[src/hw/sfcfe_defines.svh]
// Purpose: Constants of the serial flash command front end
// Assumes: Included by the package and the top module
// Notes:   Definitions only
`ifndef SFCFE_DEFINES_SVH
`define SFCFE_DEFINES_SVH

// ***************************************************************
// Command codes
// ***************************************************************
`define SFCFE_OP_READ      8'h03
`define SFCFE_OP_FAST_READ 8'h0B
`define SFCFE_OP_SFDP      8'h5A
`define SFCFE_OP_QUAD_READ 8'hEB
`define SFCFE_OP_STATUS    8'h05
`define SFCFE_OP_IDENT     8'h9F
`define SFCFE_OP_WREN      8'h06
`define SFCFE_OP_WRDI      8'h04
`define SFCFE_OP_STAT_WR   8'h01
`define SFCFE_OP_SECT_ER   8'h20
`define SFCFE_OP_BLK32_ER  8'h52
`define SFCFE_OP_BLK64_ER  8'hD8
`define SFCFE_OP_CHIP_ER_A 8'h60
`define SFCFE_OP_CHIP_ER_B 8'hC7
`define SFCFE_OP_PAGE_PGM  8'h02
`define SFCFE_OP_PWR_DOWN  8'hB9
`define SFCFE_OP_PWR_UP    8'hAB
`define SFCFE_OP_SUSPEND   8'hB0
`define SFCFE_OP_RESUME    8'h30
`define SFCFE_OP_QUAD_ON   8'h35
`define SFCFE_OP_QUAD_OFF  8'hF5

// ***************************************************************
// Widths, counts and fields
// ***************************************************************
`define SFCFE_ADDR_BITS    5'h18
`define SFCFE_LANE_ONE     5'h01
`define SFCFE_LANE_FOUR    5'h04
`define SFCFE_STEP_ONE     3'h1
`define SFCFE_STEP_FOUR    3'h4
`define SFCFE_DUMMY_NONE   4'h0
`define SFCFE_DUMMY_QUAD   4'h4
`define SFCFE_DUMMY_FAST   4'h6
`define SFCFE_DUMMY_SINGLE 4'h8
`define SFCFE_OUT_ONE_LEFT 3'h7
`define SFCFE_OUT_QD_LEFT  3'h4
`define SFCFE_SO_LANE      1
`define SFCFE_OE_OFF       4'hF
`define SFCFE_OE_SINGLE    4'hD
`define SFCFE_OE_QUAD      4'h0
`define SFCFE_IDLE_BYTE    8'hFF
`define SFCFE_SECT_LSB     12
`define SFCFE_BLK32_LSB    15
`define SFCFE_BLK64_LSB    16

`endif

[src/hw/sfcfe_pkg.sv]
// Purpose: Types of the serial flash command front end
// Assumes: Constants come from sfcfe_defines.svh
// Notes:   No logic here
`include "sfcfe_defines.svh"

package sfcfe_pkg;

  // Gray codes along the usual path
  typedef enum logic [2:0] {
    SFCFE_IDLE  = 3'h0,
    SFCFE_CMD   = 3'h1,
    SFCFE_ADDR  = 3'h3,
    SFCFE_DUMMY = 3'h2,
    SFCFE_DOUT  = 3'h6,
    SFCFE_WIN   = 3'h7,
    SFCFE_STBY  = 3'h5
  } sfcfe_state_t;

  typedef struct packed {
    logic known;
    logic isRead;
    logic hasAddr;
    logic isArray;
  } sfcfe_class_t;

  typedef struct packed {
    logic [7:0]  opcode;
    logic [23:0] addr;
    logic [11:0] sector;
    logic [8:0]  blk32;
    logic [7:0]  blk64;
  } sfcfe_cmd_t;

endpackage : sfcfe_pkg

[src/hw/sfcfe_top.sv]
// Purpose: Command front end of a serial NOR flash, seen from the pins
// Assumes: Host owns select and serial clock; clk is far faster than sclk
// Notes:   Modes 0 and 3 both served by edge detection on sampled sclk
`timescale 1ns/10ps
`default_nettype none
`include "sfcfe_defines.svh"

// Summary of operation
// Host checks device status before issuing any command.
// Unknown command code sends device to standby until next select fall.
// In standby the serial output stays undriven.
// Valid command keeps device active until the next select rise.
// Input sampled on sclk rise, output launched on sclk fall.
// Clock modes 0 and 3 both work, idle level does not matter.
// Host chooses the mode by its clock idle level.
// Read commands send data; select may rise after any output bit.
// Write commands must end on a byte boundary or are rejected.
// Array access ignored while status write, program or erase runs.
// Quad command mode moves codes, addresses and data on four lines.
// Code 35H enters quad command mode.
// Code F5H returns to single-line operation.
// Code EBH selects fast quad read mode.
// Fast quad read uses six dummy clocks instead of four.
// Addresses decode into 4KB sectors, 32KB and 64KB blocks.
module sfcfe_top
  import sfcfe_pkg::*;
(
  // Clock and reset
  input  wire logic                clk,
  input  wire logic                rstn,
  // Serial pins
  input  wire logic                csN,
  input  wire logic                sclk,
  input  wire logic [3:0]          ioIn,
  output logic      [3:0]          ioOut,
  output logic      [3:0]          ioOeN,
  // Core status
  input  wire logic                busy,
  // Decoded commands
  output logic                     cmdValid,
  output sfcfe_pkg::sfcfe_cmd_t    cmd,
  // Read data from the core
  input  wire logic [7:0]          rdData,
  input  wire logic                rdValid,
  output logic                     rdReady,
  // Mode status
  output logic                     active,
  output logic                     quad_command_mode,
  output logic                     fast_quad_read_mode
);

  import sfcfe_pkg::*;

  // ***************************************************************
  // Pin sampling and edge detection
  // ***************************************************************
  logic       csNSync;
  logic       sclkSync;
  logic [3:0] ioSync;
  logic       csPrev_reg;
  logic       sclkPrev_reg;
  logic       sclkRise;
  logic       sclkFall;
  logic       csFall;
  logic       csRise;

  sfcfe_sync #(.W(6), .INIT(6'h30)) u_sync (
    .clk  (clk),
    .rstn (rstn),
    .din  ({csN, sclk, ioIn}),
    .dout ({csNSync, sclkSync, ioSync})
  );

  always_ff @(posedge clk or negedge rstn) begin
    if (!rstn) begin
      csPrev_reg   <= 1'b1;
      sclkPrev_reg <= 1'b1;
    end else begin
      csPrev_reg   <= csNSync;
      sclkPrev_reg <= sclkSync;
    end
  end

  // Either idle level works: only edges inside a frame count
  assign sclkRise = sclkSync && !sclkPrev_reg && !csNSync;
  assign sclkFall = !sclkSync && sclkPrev_reg && !csNSync;
  assign csFall   = csPrev_reg && !csNSync;
  assign csRise   = !csPrev_reg && csNSync;

  // ***************************************************************
  // Command classification
  // ***************************************************************
  function automatic sfcfe_class_t classify(input logic [7:0] op);
    sfcfe_class_t c;
    c = '0;
    case (op)
      `SFCFE_OP_READ, `SFCFE_OP_FAST_READ, `SFCFE_OP_SFDP,
      `SFCFE_OP_QUAD_READ: c = '{1'b1, 1'b1, 1'b1, 1'b1};
      `SFCFE_OP_STATUS, `SFCFE_OP_IDENT: c = '{1'b1, 1'b1, 1'b0, 1'b0};
      `SFCFE_OP_SECT_ER, `SFCFE_OP_BLK32_ER, `SFCFE_OP_BLK64_ER,
      `SFCFE_OP_PAGE_PGM: c = '{1'b1, 1'b0, 1'b1, 1'b1};
      `SFCFE_OP_CHIP_ER_A, `SFCFE_OP_CHIP_ER_B,
      `SFCFE_OP_STAT_WR: c = '{1'b1, 1'b0, 1'b0, 1'b1};
      `SFCFE_OP_WREN, `SFCFE_OP_WRDI, `SFCFE_OP_PWR_DOWN, `SFCFE_OP_PWR_UP,
      `SFCFE_OP_SUSPEND, `SFCFE_OP_RESUME, `SFCFE_OP_QUAD_ON,
      `SFCFE_OP_QUAD_OFF: c = '{1'b1, 1'b0, 1'b0, 1'b0};
      default: c = '0;
    endcase
    return c;
  endfunction : classify

  // ***************************************************************
  // Frame state
  // ***************************************************************
  sfcfe_state_t state_reg;
  sfcfe_class_t cls_reg;
  sfcfe_class_t opCls;
  logic [7:0]   sr_reg;
  logic [7:0]   srNext;
  logic [7:0]   opcode_reg;
  logic [23:0]  addr_reg;
  logic [23:0]  addrNext;
  logic [4:0]   addrCnt_reg;
  logic [4:0]   addrCntNext;
  logic [2:0]   bitCnt_reg;
  logic [2:0]   bitNext;
  logic [3:0]   dummy_reg;
  logic [3:0]   dummyLoad;
  logic         wide_reg;
  logic         laneQuad;
  logic         issueRead;
  logic         commitWrite;

  // Opcode lanes follow quad mode, later phases also widen for EBH
  assign laneQuad    = (state_reg == SFCFE_CMD) ? quad_command_mode : wide_reg;
  assign srNext      = laneQuad ? {sr_reg[3:0], ioSync} : {sr_reg[6:0], ioSync[0]};
  assign addrNext    = laneQuad ? {addr_reg[19:0], ioSync} : {addr_reg[22:0], ioSync[0]};
  assign bitNext     = bitCnt_reg + (laneQuad ? `SFCFE_STEP_FOUR : `SFCFE_STEP_ONE);
  assign addrCntNext = addrCnt_reg + (laneQuad ? `SFCFE_LANE_FOUR : `SFCFE_LANE_ONE);
  assign opCls       = classify(srNext);

  always_comb begin
    dummyLoad = `SFCFE_DUMMY_NONE;
    if (opcode_reg == `SFCFE_OP_QUAD_READ) begin
      dummyLoad = fast_quad_read_mode ? `SFCFE_DUMMY_FAST : `SFCFE_DUMMY_QUAD;
    end else if (opcode_reg != `SFCFE_OP_READ) begin
      dummyLoad = quad_command_mode ? `SFCFE_DUMMY_QUAD : `SFCFE_DUMMY_SINGLE;
    end
  end

  // Read issued once its address and dummy phase are through
  assign issueRead = sclkRise && (
    (state_reg == SFCFE_CMD && bitNext == 3'h0 && opCls.known && opCls.isRead
      && !opCls.hasAddr) ||
    (state_reg == SFCFE_ADDR && addrCntNext == `SFCFE_ADDR_BITS && cls_reg.isRead
      && !busy && dummyLoad == `SFCFE_DUMMY_NONE) ||
    (state_reg == SFCFE_DUMMY && dummy_reg == 4'h1 && !busy));

  // Write-type commands execute only on a whole-byte select rise
  assign commitWrite = csRise && state_reg == SFCFE_WIN && bitCnt_reg == 3'h0
    && !(cls_reg.isArray && busy);

  always_ff @(posedge clk or negedge rstn) begin
    if (!rstn) begin
      state_reg   <= SFCFE_IDLE;
      cls_reg     <= '0;
      sr_reg      <= 8'h00;
      opcode_reg  <= 8'h00;
      addr_reg    <= 24'h000000;
      addrCnt_reg <= 5'h00;
      bitCnt_reg  <= 3'h0;
      dummy_reg   <= 4'h0;
      wide_reg    <= 1'b0;
    end else if (csRise) begin
      state_reg <= SFCFE_IDLE;
    end else if (csFall) begin
      state_reg   <= SFCFE_CMD;
      bitCnt_reg  <= 3'h0;
      addrCnt_reg <= 5'h00;
    end else if (sclkRise) begin
      case (state_reg)
        SFCFE_CMD: begin
          sr_reg     <= srNext;
          bitCnt_reg <= bitNext;
          if (bitNext == 3'h0) begin
            opcode_reg <= srNext;
            cls_reg    <= opCls;
            wide_reg   <= quad_command_mode || srNext == `SFCFE_OP_QUAD_READ;
            if (!opCls.known) begin
              state_reg <= SFCFE_STBY;
            end else if (opCls.hasAddr) begin
              state_reg <= SFCFE_ADDR;
            end else if (opCls.isRead) begin
              state_reg <= SFCFE_DOUT;
            end else begin
              state_reg <= SFCFE_WIN;
            end
          end
        end
        SFCFE_ADDR: begin
          addr_reg    <= addrNext;
          addrCnt_reg <= addrCntNext;
          bitCnt_reg  <= bitNext;
          if (addrCntNext == `SFCFE_ADDR_BITS) begin
            if (!cls_reg.isRead) begin
              state_reg <= SFCFE_WIN;
            end else if (busy) begin
              state_reg <= SFCFE_STBY;
            end else if (dummyLoad == `SFCFE_DUMMY_NONE) begin
              state_reg <= SFCFE_DOUT;
            end else begin
              dummy_reg <= dummyLoad;
              state_reg <= SFCFE_DUMMY;
            end
          end
        end
        SFCFE_DUMMY: begin
          dummy_reg <= dummy_reg - 4'h1;
          if (dummy_reg == 4'h1) begin
            state_reg <= SFCFE_DOUT;
          end
        end
        SFCFE_WIN: begin
          sr_reg     <= srNext;
          bitCnt_reg <= bitNext;
        end
        default: state_reg <= state_reg;
      endcase
    end
  end

  // ***************************************************************
  // Decoded command output
  // ***************************************************************
  logic [23:0] addrFull;

  // Last address bit is still in flight when a read issues from ADDR
  assign addrFull = (state_reg == SFCFE_ADDR) ? addrNext : addr_reg;
  always_ff @(posedge clk or negedge rstn) begin
    if (!rstn) begin
      cmdValid <= 1'b0;
      cmd      <= '0;
    end else begin
      cmdValid <= issueRead || commitWrite;
      if (issueRead || commitWrite) begin
        cmd.opcode <= (state_reg == SFCFE_CMD) ? srNext : opcode_reg;
        cmd.addr   <= addrFull;
        cmd.sector <= addrFull[23:`SFCFE_SECT_LSB];
        cmd.blk32  <= addrFull[23:`SFCFE_BLK32_LSB];
        cmd.blk64  <= addrFull[23:`SFCFE_BLK64_LSB];
      end
    end
  end

  // ***************************************************************
  // Mode flags
  // ***************************************************************
  always_ff @(posedge clk or negedge rstn) begin
    if (!rstn) begin
      quad_command_mode   <= 1'b0;
      fast_quad_read_mode <= 1'b0;
      active              <= 1'b0;
    end else begin
      if (commitWrite && opcode_reg == `SFCFE_OP_QUAD_ON) begin
        quad_command_mode <= 1'b1;
      end else if (commitWrite && opcode_reg == `SFCFE_OP_QUAD_OFF) begin
        quad_command_mode <= 1'b0;
      end
      if (sclkRise && state_reg == SFCFE_CMD && bitNext == 3'h0
          && srNext == `SFCFE_OP_QUAD_READ) begin
        fast_quad_read_mode <= 1'b1;
      end
      active <= !csRise && (state_reg != SFCFE_IDLE) && (state_reg != SFCFE_STBY)
        && (state_reg != SFCFE_CMD);
    end
  end

  // ***************************************************************
  // Data out path
  // ***************************************************************
  logic [7:0] bufData;
  logic       bufValid;
  logic       bufPop;
  logic [7:0] outByte;
  logic [7:0] outSr_reg;
  logic [2:0] outLeft_reg;

  assign bufPop  = sclkFall && state_reg == SFCFE_DOUT && outLeft_reg == 3'h0;
  assign outByte = bufValid ? bufData : `SFCFE_IDLE_BYTE;

  sfcfe_buf u_buf (
    .clk      (clk),
    .rstn     (rstn),
    .flush    (csRise),
    .inData   (rdData),
    .inValid  (rdValid),
    .inReady  (rdReady),
    .outData  (bufData),
    .outValid (bufValid),
    .outReady (bufPop)
  );

  always_ff @(posedge clk or negedge rstn) begin
    if (!rstn) begin
      ioOut       <= 4'h0;
      ioOeN       <= `SFCFE_OE_OFF;
      outSr_reg   <= 8'h00;
      outLeft_reg <= 3'h0;
    end else if (csRise || state_reg != SFCFE_DOUT) begin
      ioOeN       <= `SFCFE_OE_OFF;
      outLeft_reg <= 3'h0;
    end else if (sclkFall) begin
      // Launch on the falling edge only
      if (outLeft_reg == 3'h0) begin
        if (wide_reg) begin
          ioOut       <= outByte[7:4];
          outSr_reg   <= {outByte[3:0], 4'h0};
          outLeft_reg <= `SFCFE_OUT_QD_LEFT;
          ioOeN       <= `SFCFE_OE_QUAD;
        end else begin
          ioOut[`SFCFE_SO_LANE] <= outByte[7];
          outSr_reg   <= {outByte[6:0], 1'b0};
          outLeft_reg <= `SFCFE_OUT_ONE_LEFT;
          ioOeN       <= `SFCFE_OE_SINGLE;
        end
      end else if (wide_reg) begin
        ioOut       <= outSr_reg[7:4];
        outSr_reg   <= {outSr_reg[3:0], 4'h0};
        outLeft_reg <= outLeft_reg - `SFCFE_STEP_FOUR;
      end else begin
        ioOut[`SFCFE_SO_LANE] <= outSr_reg[7];
        outSr_reg   <= {outSr_reg[6:0], 1'b0};
        outLeft_reg <= outLeft_reg - `SFCFE_STEP_ONE;
      end
    end
  end

  // ***************************************************************
  // Checks
  // ***************************************************************
  sfcfe_class_t cmdCls;

  assign cmdCls = classify(cmd.opcode);
  standby_hiz_a : assert property (@(posedge clk) disable iff (!rstn)
    (state_reg == SFCFE_STBY) |=> (ioOeN == `SFCFE_OE_OFF))
    else $error("output driven in standby");

  unknown_stby_a : assert property (@(posedge clk) disable iff (!rstn)
    (sclkRise && state_reg == SFCFE_CMD && bitNext == 3'h0 && !opCls.known)
    |=> (state_reg == SFCFE_STBY))
    else $error("unknown code did not reach standby");

  stby_hold_a : assert property (@(posedge clk) disable iff (!rstn)
    (state_reg == SFCFE_STBY && !csFall && !csRise) |=> (state_reg == SFCFE_STBY))
    else $error("standby left without select edge");

  cs_rise_end_a : assert property (@(posedge clk) disable iff (!rstn)
    csRise |=> (state_reg == SFCFE_IDLE) ##1 !active)
    else $error("frame not closed on select rise");

  quad_enter_a : assert property (@(posedge clk) disable iff (!rstn)
    (commitWrite && opcode_reg == `SFCFE_OP_QUAD_ON) |=> quad_command_mode)
    else $error("quad mode not entered");

  quad_exit_a : assert property (@(posedge clk) disable iff (!rstn)
    (commitWrite && opcode_reg == `SFCFE_OP_QUAD_OFF) |=> !quad_command_mode)
    else $error("quad mode not left");

  odd_reject_a : assert property (@(posedge clk) disable iff (!rstn)
    (csRise && bitCnt_reg != 3'h0) |=> !cmdValid)
    else $error("partial-byte write executed");

  busy_block_a : assert property (@(posedge clk) disable iff (!rstn)
    ($past(busy) && cmdValid) |-> !cmdCls.isArray)
    else $error("array access accepted while busy");

  fall_launch_a : assert property (@(posedge clk) disable iff (!rstn)
    $changed(ioOut) |-> $past(sclkFall))
    else $error("output changed off a falling edge");

  dummy_len_a : assert property (@(posedge clk) disable iff (!rstn)
    ($rose(state_reg == SFCFE_DUMMY) && opcode_reg == `SFCFE_OP_QUAD_READ)
    |-> (dummy_reg == (fast_quad_read_mode ? `SFCFE_DUMMY_FAST : `SFCFE_DUMMY_QUAD)))
    else $error("wrong dummy length");

endmodule : sfcfe_top
`default_nettype wire

[src/hw/sfcfe_sync.sv]
// Purpose: Two-flop synchroniser for pins entering the clk domain
// Assumes: Inputs are asynchronous levels
// Notes:   First stage feeds only the second stage
`timescale 1ns/10ps
`default_nettype none

module sfcfe_sync #(
  parameter int W = 1,
  parameter logic [W-1:0] INIT = '0
) (
  // Clock and reset
  input  wire logic         clk,
  input  wire logic         rstn,
  // Levels
  input  wire logic [W-1:0] din,
  output logic      [W-1:0] dout
);

  logic [W-1:0] meta_reg;

  always_ff @(posedge clk or negedge rstn) begin
    if (!rstn) begin
      meta_reg <= INIT;
      dout     <= INIT;
    end else begin
      meta_reg <= din;
      dout     <= meta_reg;
    end
  end

endmodule : sfcfe_sync
`default_nettype wire

[src/hw/sfcfe_buf.sv]
// Purpose: Two-entry buffer for outbound read data
// Assumes: Single clock
// Notes:   Flush drops held words at frame end
`timescale 1ns/10ps
`default_nettype none

module sfcfe_buf (
  // Clock and reset
  input  wire logic       clk,
  input  wire logic       rstn,
  input  wire logic       flush,
  // Filling side
  input  wire logic [7:0] inData,
  input  wire logic       inValid,
  output logic            inReady,
  // Draining side
  output logic      [7:0] outData,
  output logic            outValid,
  input  wire logic       outReady
);

  logic [7:0] mem [2];
  logic       wrPtr_reg;
  logic       rdPtr_reg;
  logic [1:0] cnt_reg;
  logic [1:0] cnt_next;
  logic       push;
  logic       pop;

  assign outValid = (cnt_reg != 2'h0);
  assign outData  = mem[rdPtr_reg];
  assign push     = inValid && inReady && !flush;
  assign pop      = outValid && outReady && !flush;

  always_comb begin
    cnt_next = cnt_reg;
    if (flush) begin
      cnt_next = 2'h0;
    end else if (push && !pop) begin
      cnt_next = cnt_reg + 2'h1;
    end else if (pop && !push) begin
      cnt_next = cnt_reg - 2'h1;
    end
  end

  always_ff @(posedge clk) begin
    if (push) begin
      mem[wrPtr_reg] <= inData;
    end
  end

  always_ff @(posedge clk or negedge rstn) begin
    if (!rstn) begin
      wrPtr_reg <= 1'b0;
      rdPtr_reg <= 1'b0;
      cnt_reg   <= 2'h0;
      inReady   <= 1'b1;
    end else begin
      wrPtr_reg <= flush ? 1'b0 : (wrPtr_reg ^ push);
      rdPtr_reg <= flush ? 1'b0 : (rdPtr_reg ^ pop);
      cnt_reg   <= cnt_next;
      inReady   <= (cnt_next != 2'h2);
    end
  end

endmodule : sfcfe_buf
`default_nettype wire

[config.mk]
export PLATFORM = sky130hd
export DESIGN_NAME = sfcfe_top
export DESIGN_NICKNAME = d
export VERILOG_FILES = /design/src/hw/sfcfe_pkg.sv /design/src/hw/sfcfe_top.sv /design/src/hw/sfcfe_sync.sv /design/src/hw/sfcfe_buf.sv
export VERILOG_INCLUDE_DIRS = /design/src /design/src/hw
export SDC_FILE = /design/constraint.sdc
export NUM_CORES = 1
export LEC_CHECK = 0
export ABC_AREA = 1
export BUFFER_PORTS_ARGS = -buffer_cell sky130_fd_sc_hd__buf_2
export CAP_MARGIN = 10
export CORE_UTILIZATION = 50
export CTS_CLUSTER_SIZE = 40
export DETAILED_ROUTE_END_ITERATION = 7
export GPL_TIMING_DRIVEN = 0
export HOLD_SLACK_MARGIN = 0.03
export PLACE_DENSITY = 0.67
export REMOVE_ABC_BUFFERS = 1
export SYNTH_ARGS = -nofsm -noshare
export SYNTH_HDL_FRONTEND = slang
export SYNTH_SLANG_ARGS = --single-unit
[constraint.sdc]
create_clock -name clk -period 2.7 [get_ports clk]
set_input_delay 0.135 -clock clk [delete_from_list [all_inputs] [get_ports clk]]
set_output_delay 0.135 -clock clk [all_outputs]
set_load 0.005 [all_outputs]
* After elaboration in Yosys (flattened, before gate mapping)
Memory sizes are Yosys's and may differ from the RTL's.
Index checks and enable logic that the tools add are counted.
Widths: inputs -> output; s select.
** Word-level totals
- Bits in registers :: 160
- Memory bits (writable) :: 16
- Input bits :: 18
- Output and inout port bits :: 74
- Memories kept :: 1
** Memory list
- u_buf.mem :: depth 2, bits a word 8, rd ports 1, clocked after memory_dff 0, write ports 1, RTL line sfcfe_buf.sv:22 : logic [7:0] mem [2];
** Cells by class
- Add/subtract/negate cells :: 7
- Equality and inequality tests :: 43
- Multiplexer cells :: 65
- Bitwise gates (word level) :: 5
- Reductions and logical operators :: 84
** Operators with widths (count)
- $eq 8x8->1 const B :: 10
- $mux 3 :: 20
- $mux 24 :: 2
- $mux 4 :: 12
- $mux 8 :: 6
- $logic_and 1x1->1 :: 37
- $eq 8x6->1 const B :: 4
- $eq 8x3->1 const B :: 3
- $eq 8x7->1 const B :: 3
- $pmux 4 s5 :: 1
- $eq 8x2->1 const B :: 2
- $reduce_bool 2->1 :: 8
- $mux 5 :: 3
- $mux 2 :: 7
- $mux 1 :: 12
- $reduce_and 3->1 :: 4
- $logic_not 1->1 :: 10
- $ne 2x2->1 const B :: 5
- $reduce_and 5->1 :: 2
- $logic_not 3->1 :: 3
- $pmux 3 s3 :: 1
- $eq 8x1->1 const B :: 1
- $eq 8x4->1 const B :: 1
- $ne 4x3->1 const B :: 2
- 30 further kinds :: 45

* Logic depth before layout (Yosys ltp)
- Word-level depth :: 14
- Gate-level depth with buffers :: 21
- Gate-level depth less buffers :: 20

* Modules after synthesis
From an unflattened synthesis, not the netlist that was laid out.
** Unflattened totals
- Cells, all modules :: 954
- Area total of the unflattened synthesis :: 7588.5 µm²
** Modules (own cells, without submodules)
- sfcfe_top :: times used 1, cells each 865, area each 6393.6 µm², sequential area each 2782.7 µm²
- sfcfe_buf :: times used 1, cells each 77, area each 889.6 µm², sequential area each 606.8 µm²
- sfcfe_sync :: times used 1, cells each 12, area each 305.3 µm², sequential area each 305.3 µm²

* Worst setup path after synthesis
No wires, ideal clock.
- Kind :: reg-to-reg
- From :: reg state_reg[2]
- To :: reg cmd[29] (netlist bit)
- Library setup time :: 117 ps
- Arrival :: 2276 ps
- Data required time :: 2583 ps
- Path slack :: 307 ps
- Cell stages (with the launch flop) :: 16
- Buffers on the path :: 2
- Period minus slack after synthesis :: 2393 ps
- Cells stage by stage :: dfrtp_1 -> inv_2 -> nand3_2 -> nand2_1 -> nand2_1 -> buf_6 -> ha_1 -> ha_1 -> xnor2_1 -> xor2_2 -> nand2_2 -> nor2_2 -> nand2_2 -> buf_2 -> nand4_1 -> nand2_1
** Between the ends
- Longest elaborated chain between the ends :: 13
- Elaborated cells on any way between the ends :: 58
** Ends and longest elaborated chain
- start, declared :: RTL line sfcfe_top.sv:115 : sfcfe_state_t state_reg;
- start signal, assigned :: RTL line sfcfe_top.sv:227 : default: state_reg <= state_reg;
- $eq 3x1->1 :: RTL line sfcfe_top.sv:135, sfcfe_top.sv:153
- $mux 1 :: RTL line sfcfe_top.sv:135 : assign laneQuad = (state_reg == SFCFE_CMD) ? quad_command_mode : wide_reg;
- $mux 3 (no source line) or $mux 8 (tied branches)
- $add 5x3->5 (tied with other cells) :: RTL line sfcfe_top.sv:139 : assign addrCntNext = addrCnt_reg + (laneQuad ? `SFCFE_LANE_FOUR : `SFCFE_LANE_ONE);
- $eq 5x5->1 (no source line) (tied with other cells)
- $logic_and 1x1->1 (no source line) (tied with other cells)
- $logic_and 1x1->1, on equally long branches (2 in a row) :: RTL line sfcfe_top.sv:155, sfcfe_top.sv:153
- $logic_and 1x1->1, on equally long branches
- $logic_or 1x1->1 (2 in a row) :: RTL line sfcfe_top.sv:153 : (state_reg == SFCFE_CMD && bitNext == 3'h0 && opCls.known && opCls.isRead
- $logic_and 1x1->1 :: RTL line sfcfe_top.sv:152 : assign issueRead = sclkRise && (
- $logic_or 1x1->1 :: RTL line sfcfe_top.sv:245 : if (issueRead || commitWrite) begin
- end, declared :: RTL line sfcfe_top.sv:41 : output sfcfe_pkg::sfcfe_cmd_t cmd,
Several ways; a longest one is shown, not always the timed one.
A chain may end at the register's enable or synchronous reset.

* Final worst setup path
- From :: reg state_reg[0]
- To :: reg addr_reg[6]
** Between the ends
- Longest elaborated chain between the ends :: 4
- Elaborated cells on any way between the ends :: 5
** Ends and longest elaborated chain
- $eq 3x1->1 :: RTL line sfcfe_top.sv:135
- $mux 1 :: RTL line sfcfe_top.sv:135
- $mux 24 :: RTL line sfcfe_top.sv:137 : assign addrNext = laneQuad ? {addr_reg[19:0], ioSync} : {addr_reg[22:0], ioSync[0]};
- $mux 24 (*)
- end signal, assigned :: RTL line sfcfe_top.sv:201 : addr_reg <= addrNext;
- end, declared :: RTL line sfcfe_top.sv:121 : logic [23:0] addr_reg;
Mark *: on every way between the ends. The rest lies on a longest branch, timed or not.

==> flow_results.xml <==
<?xml version="1.0" encoding="UTF-8"?>
<metrics>
  <group name="run_status">
    <metric name="status" unit="">finished with violations</metric>
    <metric name="violated_checks" unit="">DRC</metric>
  </group>
  <group name="worst_setup_path">
    <metric name="worstSetupPathType" unit="">flip-flop to flip-flop</metric>
    <metric name="critical_path.max_fanout" unit="">13</metric>
    <metric name="critical_path_arrival" unit="ps">2970</metric>
    <metric name="endpoint_of_the_worst_register_to_register_path" unit="">addr_reg[6]</metric>
    <metric name="startpoint_type" unit="">flip-flop</metric>
    <metric name="cp-endpoint" unit="">addr_reg[6]</metric>
    <metric name="r2r-start" unit="">state_reg[0]</metric>
    <metric name="worst_r2r_path_depth" unit="">8</metric>
    <metric name="startpoint" unit="">state_reg[0]</metric>
    <metric name="r2r_slack" unit="ps">90</metric>
    <metric name="critPathCaptureType" unit="">flip-flop</metric>
    <metric name="worstPathRequired" unit="ps">3060</metric>
  </group>
  <group name="power_and_ir_drop">
    <metric name="power_density" unit="mW/mm^2">822</metric>
    <metric name="p_seq_frac" unit="">0.360</metric>
    <metric name="peakVddDrop" unit="mV">0.583</metric>
    <metric name="internal-power" unit="mW">4.92</metric>
    <metric name="power_switching_share" unit="">0.367</metric>
    <metric name="power.switching" unit="mW">2.85</metric>
    <metric name="power_leakage" unit="nW">4.62</metric>
    <metric name="comb_power_share" unit="">0.315</metric>
    <metric name="power.clock.fraction" unit="">0.325</metric>
  </group>
  <group name="clocking">
    <metric name="clockRootBuffer" unit="">sky130_fd_sc_hd__clkbuf_16</metric>
    <metric name="clock_latency" unit="ps">440</metric>
    <metric name="clkTransAtPathRegs" unit="ps">60</metric>
    <metric name="clockBufferDepth" unit="">2</metric>
    <metric name="tritoncts.num_buffers" unit="">17</metric>
    <metric name="tritoncts" unit="">built</metric>
    <metric name="tritoncts_num_sinks" unit="">144</metric>
    <metric name="cts-htree-levels" unit="">4</metric>
  </group>
  <group name="routing">
    <metric name="drt-vias-per-instance" unit="">5.59</metric>
    <metric name="detailedRoute.firstIterationViolations" unit="">571</metric>
    <metric name="avgRoutedWirePerCell" unit="um">17.3</metric>
    <metric name="route.detailed.drc" unit="">6</metric>
    <metric name="number_of_vias_in_the_routed_layout" unit="">6994</metric>
    <metric name="wl" unit="um">21600</metric>
    <metric name="first_pass_iters" unit="">8</metric>
    <metric name="postRouteAntennaNets" unit="">0</metric>
  </group>
  <group name="global_route">
    <metric name="grt_start_max_net_pins" unit="">69</metric>
    <metric name="grt.met2_usage" unit="">0.442</metric>
    <metric name="global_route_wire_length_before_repair" unit="um">32700</metric>
    <metric name="grt_antenna_before_repair" unit="">0</metric>
    <metric name="grt.busiest_layer" unit="">met2</metric>
    <metric name="grt.met1_usage" unit="">0.351</metric>
    <metric name="grt_pass1_vias" unit="">6348</metric>
    <metric name="groute.usage.overall" unit="">0.270</metric>
    <metric name="overflow" unit="">0</metric>
    <metric name="global_route.usage.met3" unit="">0.0541</metric>
  </group>
  <group name="job">
    <metric name="max_cap_violations" unit="">0</metric>
  </group>
  <group name="sta">
    <metric name="whs" unit="ps">141</metric>
    <metric name="max-slew-margin-rel" unit="">0.600</metric>
    <metric name="clock_skew" unit="ps">13.2</metric>
    <metric name="timing.final.setup_violations" unit="">0</metric>
    <metric name="period_needed" unit="ps">2610</metric>
    <metric name="max_clock_freq" unit="MHz">382</metric>
    <metric name="timing.final.crit_share" unit="">0.968</metric>
    <metric name="timing_hold_violations_final" unit="">0</metric>
    <metric name="maxSlewViolCount" unit="">0</metric>
    <metric name="timing_worst_slew_pin_value" unit="ps">597</metric>
  </group>
  <group name="synthesis">
    <metric name="post_synth.cell_area_avg" unit="sq um">7.98</metric>
    <metric name="mappedNetlistArea" unit="sq mm">0.00754</metric>
    <metric name="synth_cell_types" unit="">41</metric>
    <metric name="synthCells" unit="">944</metric>
    <metric name="number_of_warnings_reported_in_the_yosys_synthesis_log" unit="">0</metric>
    <metric name="yosysSeqAreaShare" unit="">0.490</metric>
    <metric name="ys_seq_elements" unit="">144</metric>
  </group>
  <group name="floorplanning">
    <metric name="floorplan.io_pins" unit="">92</metric>
    <metric name="floorplan.die_area" unit="sq mm">0.0156</metric>
    <metric name="die_h" unit="um">125</metric>
    <metric name="floorplan.die.width" unit="um">125</metric>
    <metric name="initial_utilization" unit="">0.515</metric>
    <metric name="num_rows" unit="">44</metric>
    <metric name="core_region_area" unit="sq mm">0.0146</metric>
  </group>
  <group name="final_layout">
    <metric name="area_delta_synth_final" unit="%">25.6</metric>
    <metric name="antenna_cells" unit="">0</metric>
    <metric name="post_route_cells_drive_above_1_share" unit="">0.220</metric>
    <metric name="largest_register_ffs" unit="">32</metric>
    <metric name="final_cell_mix" unit="">sky130_fd_sc_hd__nand2_1 (262), sky130_fd_sc_hd__o21ai_0 (117), sky130_fd_sc_hd__dfrtp_1 (114)</metric>
    <metric name="finish.net_count" unit="">1084</metric>
    <metric name="design_area" unit="sq mm">0.00947</metric>
    <metric name="most_common_cell_after_layout_fill_and_taps_aside" unit="">sky130_fd_sc_hd__nand2_1</metric>
  </group>
  <group name="placement">
    <metric name="placement.io_buffers" unit="">91</metric>
    <metric name="post_dp_cell_area" unit="sq mm">0.00787</metric>
    <metric name="dp_hpwl" unit="um">11900</metric>
    <metric name="place.gp.congestion" unit="">0.841</metric>
  </group>
  <group name="worst_hold_path">
    <metric name="hold_class" unit="">input pin to flip-flop</metric>
  </group>
</metrics>
==> per-layer routing <==
| metal | vias up | routed length (um) |
|---|---|---|
| met1 | 3328 | 9330 |
| li1 | 3335 | - |
| met2 | 290 | 10300 |
| met4 | 0 | 578 |
| met3 | 41 | 1330 |
| met5 | - | 0 |
==> timing repair <==
action / 4_1_cts / 5_1_grt
endpoints found under the setup margin: 62 / 60
endpoints found under the hold margin: 81 / 0
setup buffers: 16 / 22
gates resized for setup: 41 / 18
hold buffers: 15 / 0
pin swaps: 9 / 15
gates cloned: 9 / 5
==> per-stage QoR <==
stage                     setup TNS [ps]   util  std cells  setup WS, ps  power [mW]
final                                  0  0.646       1251          85.5        7.78
after global routing               -76.8  0.646       1251         -12.9        8.20
after detailed placement          -59590  0.537       1152         -1560        4.75
after floorplan                    -9240      -        874          -282        4.16
after CTS                              0  0.624       1224          5.12        7.54
after global placement           -132580  0.532       1149         -1680        4.69
==> area by class of cell <==
type / count / area, sq um
Tap cell: 184 / 230
Timing Repair inverter: 2 / 12.5
Inverter: 97 / 389
Fill cell: 1243 / 5180
Sequential cell: 144 / 3700
Multi-Input combinational cell: 645 / 3420
Clock buffer: 20 / 447
Clock inverter: 12 / 184
Timing Repair Buffer: 147 / 1080
==> power by group through the flow <==
stage | Sequential (mW) | Combinational (mW) | Clock (mW)
6_report | 2.80 | 2.45 | 2.53
5_1_grt | 2.84 | 2.72 | 2.65
4_1_cts | 2.80 | 2.19 | 2.55
3_5_place_dp | 2.81 | 1.94 | 0
3_3_place_gp | 2.80 | 1.89 | 0
2_1_floorplan | 2.75 | 1.41 | 0
==> critical path, stage by stage (launching register included) <==
cell and delay (ps):
sky130_fd_sc_hd__dfrtp_2 540, sky130_fd_sc_hd__nand2_1 180, sky130_fd_sc_hd__nor2_4 400, sky130_fd_sc_hd__clkinvlp_2 640
sky130_fd_sc_hd__a21oi_1 290, sky130_fd_sc_hd__o21ai_0 140, sky130_fd_sc_hd__o21ai_0 150, sky130_fd_sc_hd__nand2_1 110
sky130_fd_sc_hd__o21ai_0 80
==> worst min path at each step <==
stage | start | end | cells after the start
after global placement | csN | u_sync.meta_reg[5] | 1
after detailed placement | rstn | ioOut[3] | 1
final | busy | state_reg[1] | 6
after floorplan | rstn | active | 0
after global routing | busy | state_reg[1] | 6
after CTS | busy | state_reg[1] | 6
==> Yosys cell counts <==
| master | instances | area (sq um) |
|---|---|---|
| sky130_fd_sc_hd__nand2_1 | 264 | 991 |
| sky130_fd_sc_hd__dfrtp_1 | 119 | 2980 |
| sky130_fd_sc_hd__o21ai_0 | 117 | 586 |
| sky130_fd_sc_hd__inv_1 | 91 | 342 |
| sky130_fd_sc_hd__nor2_1 | 57 | 214 |
| sky130_fd_sc_hd__nand4_1 | 40 | 250 |
| sky130_fd_sc_hd__a21oi_1 | 38 | 190 |
| sky130_fd_sc_hd__nand3_1 | 37 | 185 |
| sky130_fd_sc_hd__buf_4 | 31 | 233 |
| sky130_fd_sc_hd__clkbuf_1 | 23 | 86.3 |
| sky130_fd_sc_hd__edfxtp_1 | 16 | 480 |
| sky130_fd_sc_hd__nand2_2 | 13 | 81.3 |
| sky130_fd_sc_hd__ha_1 | 12 | 150 |
| sky130_fd_sc_hd__a31oi_1 | 10 | 62.6 |
| sky130_fd_sc_hd__dfstp_2 | 9 | 236 |
| sky130_fd_sc_hd__nor3_1 | 9 | 45.0 |
| sky130_fd_sc_hd__buf_2 | 8 | 40.0 |
| sky130_fd_sc_hd__o21ai_1 | 7 | 35.0 |
| sky130_fd_sc_hd__buf_6 | 6 | 67.6 |
| sky130_fd_sc_hd__a32oi_1 | 3 | 26.3 |
| sky130_fd_sc_hd__clkinv_1 | 3 | 11.3 |
| sky130_fd_sc_hd__inv_2 | 3 | 11.3 |
| sky130_fd_sc_hd__o211ai_1 | 3 | 22.5 |
| sky130_fd_sc_hd__o22ai_1 | 3 | 18.8 |
| sky130_fd_sc_hd__buf_1 | 2 | 7.51 |
| sky130_fd_sc_hd__nor2_2 | 2 | 12.5 |
| sky130_fd_sc_hd__nor2_4 | 2 | 22.5 |
| sky130_fd_sc_hd__nor4_1 | 2 | 12.5 |
| sky130_fd_sc_hd__o2111ai_1 | 2 | 17.5 |
| sky130_fd_sc_hd__a21o_1 | 1 | 7.51 |
| sky130_fd_sc_hd__and2_1 | 1 | 6.26 |
| sky130_fd_sc_hd__nand3_2 | 1 | 10.0 |
| sky130_fd_sc_hd__nand3_4 | 1 | 17.5 |
| sky130_fd_sc_hd__nand4_2 | 1 | 12.5 |
| sky130_fd_sc_hd__nor3b_1 | 1 | 7.51 |
| sky130_fd_sc_hd__o221ai_1 | 1 | 8.76 |
| sky130_fd_sc_hd__o31ai_1 | 1 | 7.51 |
| sky130_fd_sc_hd__o32ai_1 | 1 | 8.76 |
| sky130_fd_sc_hd__xnor2_1 | 1 | 8.76 |
| sky130_fd_sc_hd__xor2_1 | 1 | 8.76 |
| sky130_fd_sc_hd__xor2_2 | 1 | 16.3 |
==> cells by family (layout without fill, tap and decap cells) <==
group	count (synthesis)	after routing	share of synthesized area
compound gates	187	187	0.131
xor+xnor	3	3	0.00448
fa+ha+maj	12	12	0.0199
buf+inv	167	278	0.106
flops	144	144	0.490
simple gates	431	443	0.248
Power figures use the tool's default switching activity.
